<file path="config.mk">
export PLATFORM = sky130hd
export DESIGN_NAME = afc_async_flash_ctrl
export DESIGN_NICKNAME = d
export VERILOG_FILES = /design/src/hw/afc_pkg.sv /design/src/hw/afc_async_flash_ctrl.sv
export SDC_FILE = /design/constraint.sdc
export NUM_CORES = 1
export LEC_CHECK = 0
export BUFFER_PORTS_ARGS = -buffer_cell sky130_fd_sc_hd__buf_2
export CAP_MARGIN = 20
export CORE_UTILIZATION = 44
export DETAILED_ROUTE_END_ITERATION = 12
export HOLD_SLACK_MARGIN = 0.1
export PLACE_DENSITY_LB_ADDON = 0.15
export SYNTH_ARGS = -nofsm -noshare
export SYNTH_HDL_FRONTEND = slang
export SYNTH_SLANG_ARGS = --single-unit
</file>
<file path="constraint.sdc">
create_clock -name i_clk -period 3.9 [get_ports i_clk]
set_clock_uncertainty 0.1 [all_clocks]
set_input_delay 0.78 -clock i_clk [delete_from_list [all_inputs] [get_ports i_clk]]
set_output_delay 0.78 -clock i_clk [all_outputs]
set_load 0.005 [all_outputs]
</file>
<file path="src/hw/afc_pkg.sv">
package afc_pkg;

   // Bus clock period used to calibrate every timing counter
   localparam int unsigned BUS_CLOCK_PERIOD_PARAM = 10000;

   // Memory timing figures in picoseconds
   localparam int unsigned SELECT_TO_VALID_PARAM = 15000;
   localparam int unsigned ADDR_TO_VALID_PARAM = 15000;
   localparam int unsigned PAGE_ACCESS_PARAM = 25000;
   localparam int unsigned SELECT_HIGH_FLOAT_PARAM = 7000;
   localparam int unsigned OUTPUT_HIGH_FLOAT_PARAM = 7000;
   localparam int unsigned WRITE_CYCLE_PARAM = 15000;
   localparam int unsigned WRITE_PULSE_PARAM = 12000;
   localparam int unsigned WRITE_PHASE_PARAM = 12000;
   localparam int unsigned WRITE_HIGH_DRIVE_PARAM = 0;
   localparam int unsigned WRITE_RECOVERY_PARAM = 27000;

   // Whole cycles, rounded up so no interval is ever shorter than asked
   function automatic int unsigned ps_to_cycles(input int unsigned ps);
      return (ps + BUS_CLOCK_PERIOD_PARAM - 1) / BUS_CLOCK_PERIOD_PARAM;
   endfunction : ps_to_cycles

   function automatic int unsigned max2(input int unsigned a, input int unsigned b);
      return (a > b) ? a : b;
   endfunction : max2

   localparam int unsigned SELECT_TO_VALID_CYC = ps_to_cycles(SELECT_TO_VALID_PARAM);
   localparam int unsigned ADDR_TO_VALID_CYC = ps_to_cycles(ADDR_TO_VALID_PARAM);
   localparam int unsigned PAGE_ACCESS_CYC = ps_to_cycles(PAGE_ACCESS_PARAM);
   localparam int unsigned SELECT_HIGH_FLOAT_CYC = ps_to_cycles(SELECT_HIGH_FLOAT_PARAM);
   localparam int unsigned OUTPUT_HIGH_FLOAT_CYC = ps_to_cycles(OUTPUT_HIGH_FLOAT_PARAM);
   localparam int unsigned WRITE_CYCLE_CYC = ps_to_cycles(WRITE_CYCLE_PARAM);
   localparam int unsigned WRITE_PULSE_CYC = max2(ps_to_cycles(WRITE_PULSE_PARAM), 1);
   localparam int unsigned WRITE_PHASE_CYC = ps_to_cycles(WRITE_PHASE_PARAM);
   localparam int unsigned WRITE_HIGH_DRIVE_CYC = ps_to_cycles(WRITE_HIGH_DRIVE_PARAM);
   localparam int unsigned WRITE_RECOVERY_CYC = ps_to_cycles(WRITE_RECOVERY_PARAM);

   // Pipeline depths seen by the read path
   localparam int unsigned SYNC_STAGES = 2;
   localparam int unsigned ALIGN_STAGES = 1;

   // Bus geometry
   localparam int unsigned ADDR_W = 26;
   localparam int unsigned DATA_W = 16;
   localparam int unsigned CFG_DQ_W = 4;
   localparam int unsigned PAGE_BITS = 4;
   localparam int unsigned CNT_W = 8;

   typedef enum logic [1:0] {
      AFC_MEM_SRAM,
      AFC_MEM_FLASH,
      AFC_MEM_PAGE_FLASH,
      AFC_MEM_PSRAM
   } afc_mem_type_t;

   typedef enum logic [1:0] {
      AFC_ST_IDLE,
      AFC_ST_READ,
      AFC_ST_WRITE
   } afc_state_t;

endpackage : afc_pkg

</file>
<file path="src/hw/afc_async_flash_ctrl.sv">
`timescale 1ns/1ps
// Functional notes
// - Wait select-low to data-valid before read capture.
// - Wait address-valid to data-valid before read capture.
// - Page-mode flash uses page access time on hits.
// - Let bus float after select rises.
// - Let bus float after output enable rises.
// - Hold select low for write cycle time.
// - Hold write strobe low for pulse width.
// - Idle cycles between writes from phase time.
// - Zero phase still gives one select-high cycle.
// - Write-high to bus-drive gap before reads.
// - Flash/PSRAM recovery idle after burst last.
// - Counters calibrated from bus clock period.
// - Forwarded clock always driven, float held low.
// - User can drive or float config pins.
// - Low data bits readable through sense port.
// - Bypass pins delayed to align with primitive path.
module afc_async_flash_ctrl (
   input wire logic i_clk,
   input wire logic i_rst,
   input wire afc_pkg::afc_mem_type_t i_mem_type,
   input wire logic i_cfg_pins_float,
   input wire logic i_cmd_valid,
   output logic o_cmd_ready,
   input wire logic i_cmd_write,
   input wire logic i_cmd_last,
   input wire logic [afc_pkg::ADDR_W-1:0] i_cmd_addr,
   input wire logic [afc_pkg::DATA_W-1:0] i_cmd_wdata,
   output logic o_rd_valid,
   output logic [afc_pkg::DATA_W-1:0] o_rd_data,
   output logic o_wr_done,
   output logic o_busy,
   output logic o_user_clock_out_port,
   output logic o_user_clock_float_port,
   output logic o_flash_select_out_port_n,
   output logic o_flash_select_float_port,
   output logic [afc_pkg::CFG_DQ_W-1:0] o_cfg_dq_out,
   output logic [afc_pkg::CFG_DQ_W-1:0] o_pin_float_port,
   input wire logic [afc_pkg::CFG_DQ_W-1:0] i_pin_sense_port,
   output logic [afc_pkg::DATA_W-afc_pkg::CFG_DQ_W-1:0] o_dq_hi_out,
   output logic o_dq_hi_oe,
   input wire logic [afc_pkg::DATA_W-afc_pkg::CFG_DQ_W-1:0] i_dq_hi_in,
   output logic [afc_pkg::ADDR_W-1:0] o_mem_addr,
   output logic o_mem_output_low,
   output logic o_mem_write_low
);

   localparam int unsigned HI_W = afc_pkg::DATA_W - afc_pkg::CFG_DQ_W;
   localparam int unsigned CW = afc_pkg::CNT_W;

   // Read waits include the synchroniser and the bypass alignment stage
   localparam logic [CW-1:0] RD_WAIT = CW'(afc_pkg::max2(afc_pkg::SELECT_TO_VALID_CYC,
      afc_pkg::ADDR_TO_VALID_CYC) + afc_pkg::SYNC_STAGES + afc_pkg::ALIGN_STAGES);
   localparam logic [CW-1:0] PAGE_WAIT = CW'(afc_pkg::PAGE_ACCESS_CYC + afc_pkg::SYNC_STAGES
      + afc_pkg::ALIGN_STAGES);
   localparam logic [CW-1:0] FLOAT_GAP = CW'(afc_pkg::max2(afc_pkg::SELECT_HIGH_FLOAT_CYC,
      afc_pkg::OUTPUT_HIGH_FLOAT_CYC) + afc_pkg::ALIGN_STAGES);
   localparam logic [CW-1:0] WR_PULSE = CW'(afc_pkg::WRITE_PULSE_CYC);
   localparam logic [CW-1:0] WR_CYCLE = CW'(afc_pkg::max2(afc_pkg::WRITE_CYCLE_CYC,
      afc_pkg::WRITE_PULSE_CYC));
   localparam logic [CW-1:0] WR_PHASE = CW'(afc_pkg::max2(afc_pkg::WRITE_PHASE_CYC, 1));
   localparam logic [CW-1:0] WR_RECOVER = CW'(afc_pkg::max2(afc_pkg::WRITE_RECOVERY_CYC, 1));
   localparam logic [CW-1:0] WR_TO_READ = CW'(afc_pkg::WRITE_HIGH_DRIVE_CYC);

   typedef struct packed {
      afc_pkg::afc_state_t state;
      logic [CW-1:0] cnt;
      logic [CW-1:0] gap;
      logic [CW-1:0] rd_gap;
      logic last;
      logic page_open;
      logic [afc_pkg::ADDR_W-1:0] page_addr;
      logic clk_div;
      logic cs_low;
      logic oe_low;
      logic we_low;
      logic dq_oe;
      logic [afc_pkg::DATA_W-1:0] dq_out;
      logic [afc_pkg::ADDR_W-1:0] addr;
      logic al_oe_low;
      logic al_we_low;
      logic al_dq_oe;
      logic [HI_W-1:0] al_dq_hi;
      logic [afc_pkg::ADDR_W-1:0] al_addr;
      logic [afc_pkg::DATA_W-1:0] s1;
      logic [afc_pkg::DATA_W-1:0] s2;
      logic rd_valid;
      logic [afc_pkg::DATA_W-1:0] rd_data;
      logic wr_done;
   } afc_regs_t;

   afc_regs_t q;
   afc_regs_t d;
   logic cmd_take;
   logic page_hit;
   logic flash_like;

   always_comb begin
      o_cmd_ready = (q.state == afc_pkg::AFC_ST_IDLE) && (q.gap == '0)
         && (i_cmd_write || (q.rd_gap == '0));
   end

   assign cmd_take = i_cmd_valid && o_cmd_ready;
   assign page_hit = (i_mem_type == afc_pkg::AFC_MEM_PAGE_FLASH) && q.page_open
      && (i_cmd_addr[afc_pkg::ADDR_W-1:afc_pkg::PAGE_BITS]
      == q.page_addr[afc_pkg::ADDR_W-1:afc_pkg::PAGE_BITS]);
   assign flash_like = (i_mem_type != afc_pkg::AFC_MEM_SRAM);

   always_comb begin
      d = q;
      d.rd_valid = 1'b0;
      d.wr_done = 1'b0;
      d.clk_div = ~q.clk_div;
      // Both data paths share the same two-stage synchroniser
      d.s1 = {i_dq_hi_in, i_pin_sense_port};
      d.s2 = q.s1;
      // Bypass pins trail one stage to match the primitive's longer path
      d.al_oe_low = q.oe_low;
      d.al_we_low = q.we_low;
      d.al_dq_oe = q.dq_oe;
      d.al_dq_hi = q.dq_out[afc_pkg::DATA_W-1:afc_pkg::CFG_DQ_W];
      d.al_addr = q.addr;
      if (q.gap != '0) begin
         d.gap = q.gap - CW'(1);
      end
      if (q.rd_gap != '0) begin
         d.rd_gap = q.rd_gap - CW'(1);
      end
      unique case (q.state)
         afc_pkg::AFC_ST_IDLE: begin
            if (cmd_take) begin
               d.addr = i_cmd_addr;
               d.cs_low = 1'b1;
               if (i_cmd_write) begin
                  d.state = afc_pkg::AFC_ST_WRITE;
                  d.cnt = '0;
                  d.we_low = 1'b1;
                  d.dq_oe = 1'b1;
                  d.dq_out = i_cmd_wdata;
                  d.last = i_cmd_last;
                  d.page_open = 1'b0;
               end else begin
                  d.state = afc_pkg::AFC_ST_READ;
                  d.oe_low = 1'b1;
                  d.cnt = page_hit ? PAGE_WAIT : RD_WAIT;
               end
            end
         end
         afc_pkg::AFC_ST_READ: begin
            if (q.cnt == '0) begin
               d.rd_data = q.s2;
               d.rd_valid = 1'b1;
               d.cs_low = 1'b0;
               d.oe_low = 1'b0;
               d.gap = FLOAT_GAP;
               d.page_open = 1'b1;
               d.page_addr = q.addr;
               d.state = afc_pkg::AFC_ST_IDLE;
            end else begin
               d.cnt = q.cnt - CW'(1);
            end
         end
         afc_pkg::AFC_ST_WRITE: begin
            d.cnt = q.cnt + CW'(1);
            if (q.cnt == WR_PULSE - CW'(1)) begin
               d.we_low = 1'b0;
            end
            if (q.cnt == WR_CYCLE - CW'(1)) begin
               d.cs_low = 1'b0;
               d.we_low = 1'b0;
               d.dq_oe = 1'b0;
               d.wr_done = 1'b1;
               d.rd_gap = WR_TO_READ;
               // Select stays high at least one cycle even with zero phase
               d.gap = (q.last && flash_like) ? WR_RECOVER : WR_PHASE;
               d.state = afc_pkg::AFC_ST_IDLE;
            end
         end
         default: begin
            d.state = afc_pkg::AFC_ST_IDLE;
         end
      endcase
   end

   always_ff @(posedge i_clk) begin
      if (i_rst) begin
         q <= '0;
      end else begin
         q <= d;
      end
   end

   // Forwarded flash clock runs from a divide-by-two, held low while in reset
   assign o_user_clock_out_port = q.clk_div;
   assign o_user_clock_float_port = 1'b0;

   // Primitive-path pins, floated as a group on request
   assign o_flash_select_out_port_n = ~q.cs_low;
   assign o_flash_select_float_port = i_cfg_pins_float;
   assign o_cfg_dq_out = q.dq_out[afc_pkg::CFG_DQ_W-1:0];
   assign o_pin_float_port = {afc_pkg::CFG_DQ_W{i_cfg_pins_float || ~q.dq_oe}};

   // Bypass pins from the alignment stage
   assign o_dq_hi_out = q.al_dq_hi;
   assign o_dq_hi_oe = q.al_dq_oe;
   assign o_mem_addr = q.al_addr;
   assign o_mem_output_low = q.al_oe_low;
   assign o_mem_write_low = q.al_we_low;

   assign o_rd_valid = q.rd_valid;
   assign o_rd_data = q.rd_data;
   assign o_wr_done = q.wr_done;
   assign o_busy = (q.state != afc_pkg::AFC_ST_IDLE) || (q.gap != '0);

endmodule : afc_async_flash_ctrl

</file>
==> flow_summary.yaml <==
drt:
  via_count: 5481
  final_antenna_net_count: 0
  wl_per_cell_um: 13.3
  routed_wl_mm: 15.1
  firstDrtPassIters: 5
  wl_met1_mm: 7.39
  drtIter0Drc: 340
  drc: 0
  routed_via_density: 4.83
  routed-wl-met3_um: 831
  maxUsedRoutingLayer: "met4"
  route.met2.wl_mm: 6.70
die:
  start_util_pct: 45.0
  chipWidth_um: 132
  io_pins: 139
  core.rowCount: 47
  core_um2: 16500
  dieArea_um2: 17400
  dieHeight_um: 132
sta:
  post-route-period-util_pct: 76.2
  finalHoldViolCount: 0
  hold_ws_ps: 307
  clock.fmax_mhz: 337
  finalSetupViolations: 0
  final_max_slew_viol_count: 0
  fin_tns_setup_ps: 0
  slew_headroom_pct: 48.5
  tightest_slew_ps: 765
  rsz0062_at_grt: "false"
  worst_slack_ps: 928
  min_period_ps: 2970
clock_tree:
  cts_root_buf: "clkbuf_16"
  cts.path.max_buffers: 2
  clkLatencyLatePin_ps: 430
  cts_setup_buffers: 0
  cts.sinks: 186
  cts_hold_buf: 0
  cts_resized: 0
  cts_buffers: 17
  cts_tree: "yes"
  clk_pin_slew_worst_paths_ps: 70
  htree_levels: 4
synthesis:
  yosysUniqueCellTypes: 54
  yosys_register_bits: 186
  yosys.area_share.xor_xnor_pct: 4.24
  syn_nets: 926
  synth_top_family_by_area: "simple AND/OR/NAND/NOR gates"
  synth_compound_area_share_pct: 12.2
  netlist_area_um2: 7440
  yosysSeqAreaShare_pct: 50.0
  syn_inst: 849
  synth-simple-area-share_pct: 22.0
  syn_avg_cell_area_um2: 8.77
  muxShareOfSynthArea_pct: 0
  ys_warn_count: 0
  async_flop_share_pct: 0
  ys.flop_type: "dfxtp_1"
  yosys.area_share.adder_pct: 1.85
  synth-edff-count: 0
grt:
  gr-total-overflow: 0
  gr-usage-all-layers_pct: 17.9
  grt_max_degree: 148
  antenna_found_initial: 0
  grt_pass1_vias: 4935
  grt_pass1_wl_mm: 24.9
placed_design:
  port_buffers: 137
  dp_slack_ps: 1050
  gp_congestion: 0.801
  detailed_place.area_um2: 7800
  dp_hpwl_mm: 9.88
  dp.cells: 1102
pwr:
  irDropWorstVdd_v: 0.000307
  p_leak_nw: 3.37
  total_power_mw: 5.03
  p_per_area_nw_per_um2: 600
critical_path:
  worst_ep_arrival_time_ps: 2090
  crit_chain: "inv_1 > ha_1 > nor3b_1 > nand3_1 > nor2_1 > buf_2"
  critPathMaxFanout: 6
  worstPathRequired_ps: 3020
  cpPeakStageDelay_ps: 460
  crit_type: "flip-flop to output pin"
  cp-start-kind: "flip-flop"
  slowest_stage: "nor3b_1"
  endpoint_kind: "output pin"
  crit_family: "simple AND/OR/NAND/NOR gates"
  crit_buf_inv: 2
finish:
  fin_area_um2: 8380
  fin_cells: 1135
  num_antenna_cells: 0
  area_growth_pct: 12.6
  final_core_util_pct: 50.7
  drive_above_1_share_pct: 20.5
  final_nets: 979
worst_hold_path:
  hold_path.class: "flip-flop to flip-flop"
run_status:
  status: "complete, no violations"
job:
  cap_violations: 0
## worst paths after layout
check	startpoint	end	slack [ps]	cells past startpoint
worst max-delay path	q[174]	o_cmd_ready	930	6
worst min-delay path	o_user_clock_out_port	o_user_clock_out_port	310	1
worst max register to register	q[174]	d[69]	1180	8
worst min register to register	o_user_clock_out_port	o_user_clock_out_port	310	1
## synthesized netlist by cell type, drive strengths merged, types with 5 or more instances
| master | count | share of area [%] |
|---|---|---|
| nor4 | 10 | 1.4 |
| dfxtp | 186 | 50 |
| nand2 | 182 | 9.2 |
| nand3 | 12 | 0.81 |
| buf | 74 | 7.1 |
| xnor2 | 26 | 3.1 |
| nor2 | 31 | 1.6 |
| inv | 16 | 0.81 |
| nor2b | 72 | 6.1 |
| a31oi | 5 | 0.50 |
| ha | 11 | 1.8 |
| xor2 | 10 | 1.2 |
| nor3 | 11 | 0.81 |
| a21oi | 96 | 6.5 |
| nand4 | 8 | 0.67 |
| o21ai | 13 | 0.87 |
| o21a | 5 | 0.50 |
| clkbuf | 34 | 1.7 |
## registers in the layout, indices dropped and copies added, names as in the netlist
name / flops
o_user_clock_out_port: 1
o_rd_data: 16
o_mem_output_low: 1
o_mem_write_low: 1
o_rd_valid: 1
o_mem_addr: 26
o_dq_hi_out: 12
o_wr_done: 1
d: 56
q: 67
o_cfg_dq_out: 4
## placed cells by master (no fill, tap or decap), types with 7 or more instances in the layout
master,n
nor2_1,30
ha_1,11
nor2b_1,72
xnor2_1,26
nor4_1,7
nand3_1,11
dfxtp_1,186
buf_2,136
nand4_1,8
clkbuf_16,17
xor2_1,10
nor3_1,10
a21oi_1,96
o21ai_0,12
nand2_1,182
inv_1,16
## cells by family after synthesis
group	after synthesis
fa+ha+maj	11
other cells	1
buf+inv	124
flops	186
xor+xnor	36
simple gates	341
compound gates	150
## metal layers
metal  GRT usage, %  vias up
met4           6.27        0
met2           27.5      144
met1           24.4     2472
li1               -     2845
met3           4.50       20
met5              0        -
## power by group
group | switching, mW | internal [mW]
registers | 0.137 | 2.09
logic | 0.696 | 0.445
clock network | 0.774 | 0.894
total | 1.61 | 3.43
## layout make-up
type	instances	area (um2)
clock buffer	17	425
multi-input combinational	539	3010
fill	1577	8140
clock inverter	15	140
timing repair buffer	142	746
sequential	186	3720
inverter	16	60.1
tap	220	275
Note: power is estimated with default switching activity, not from simulation.
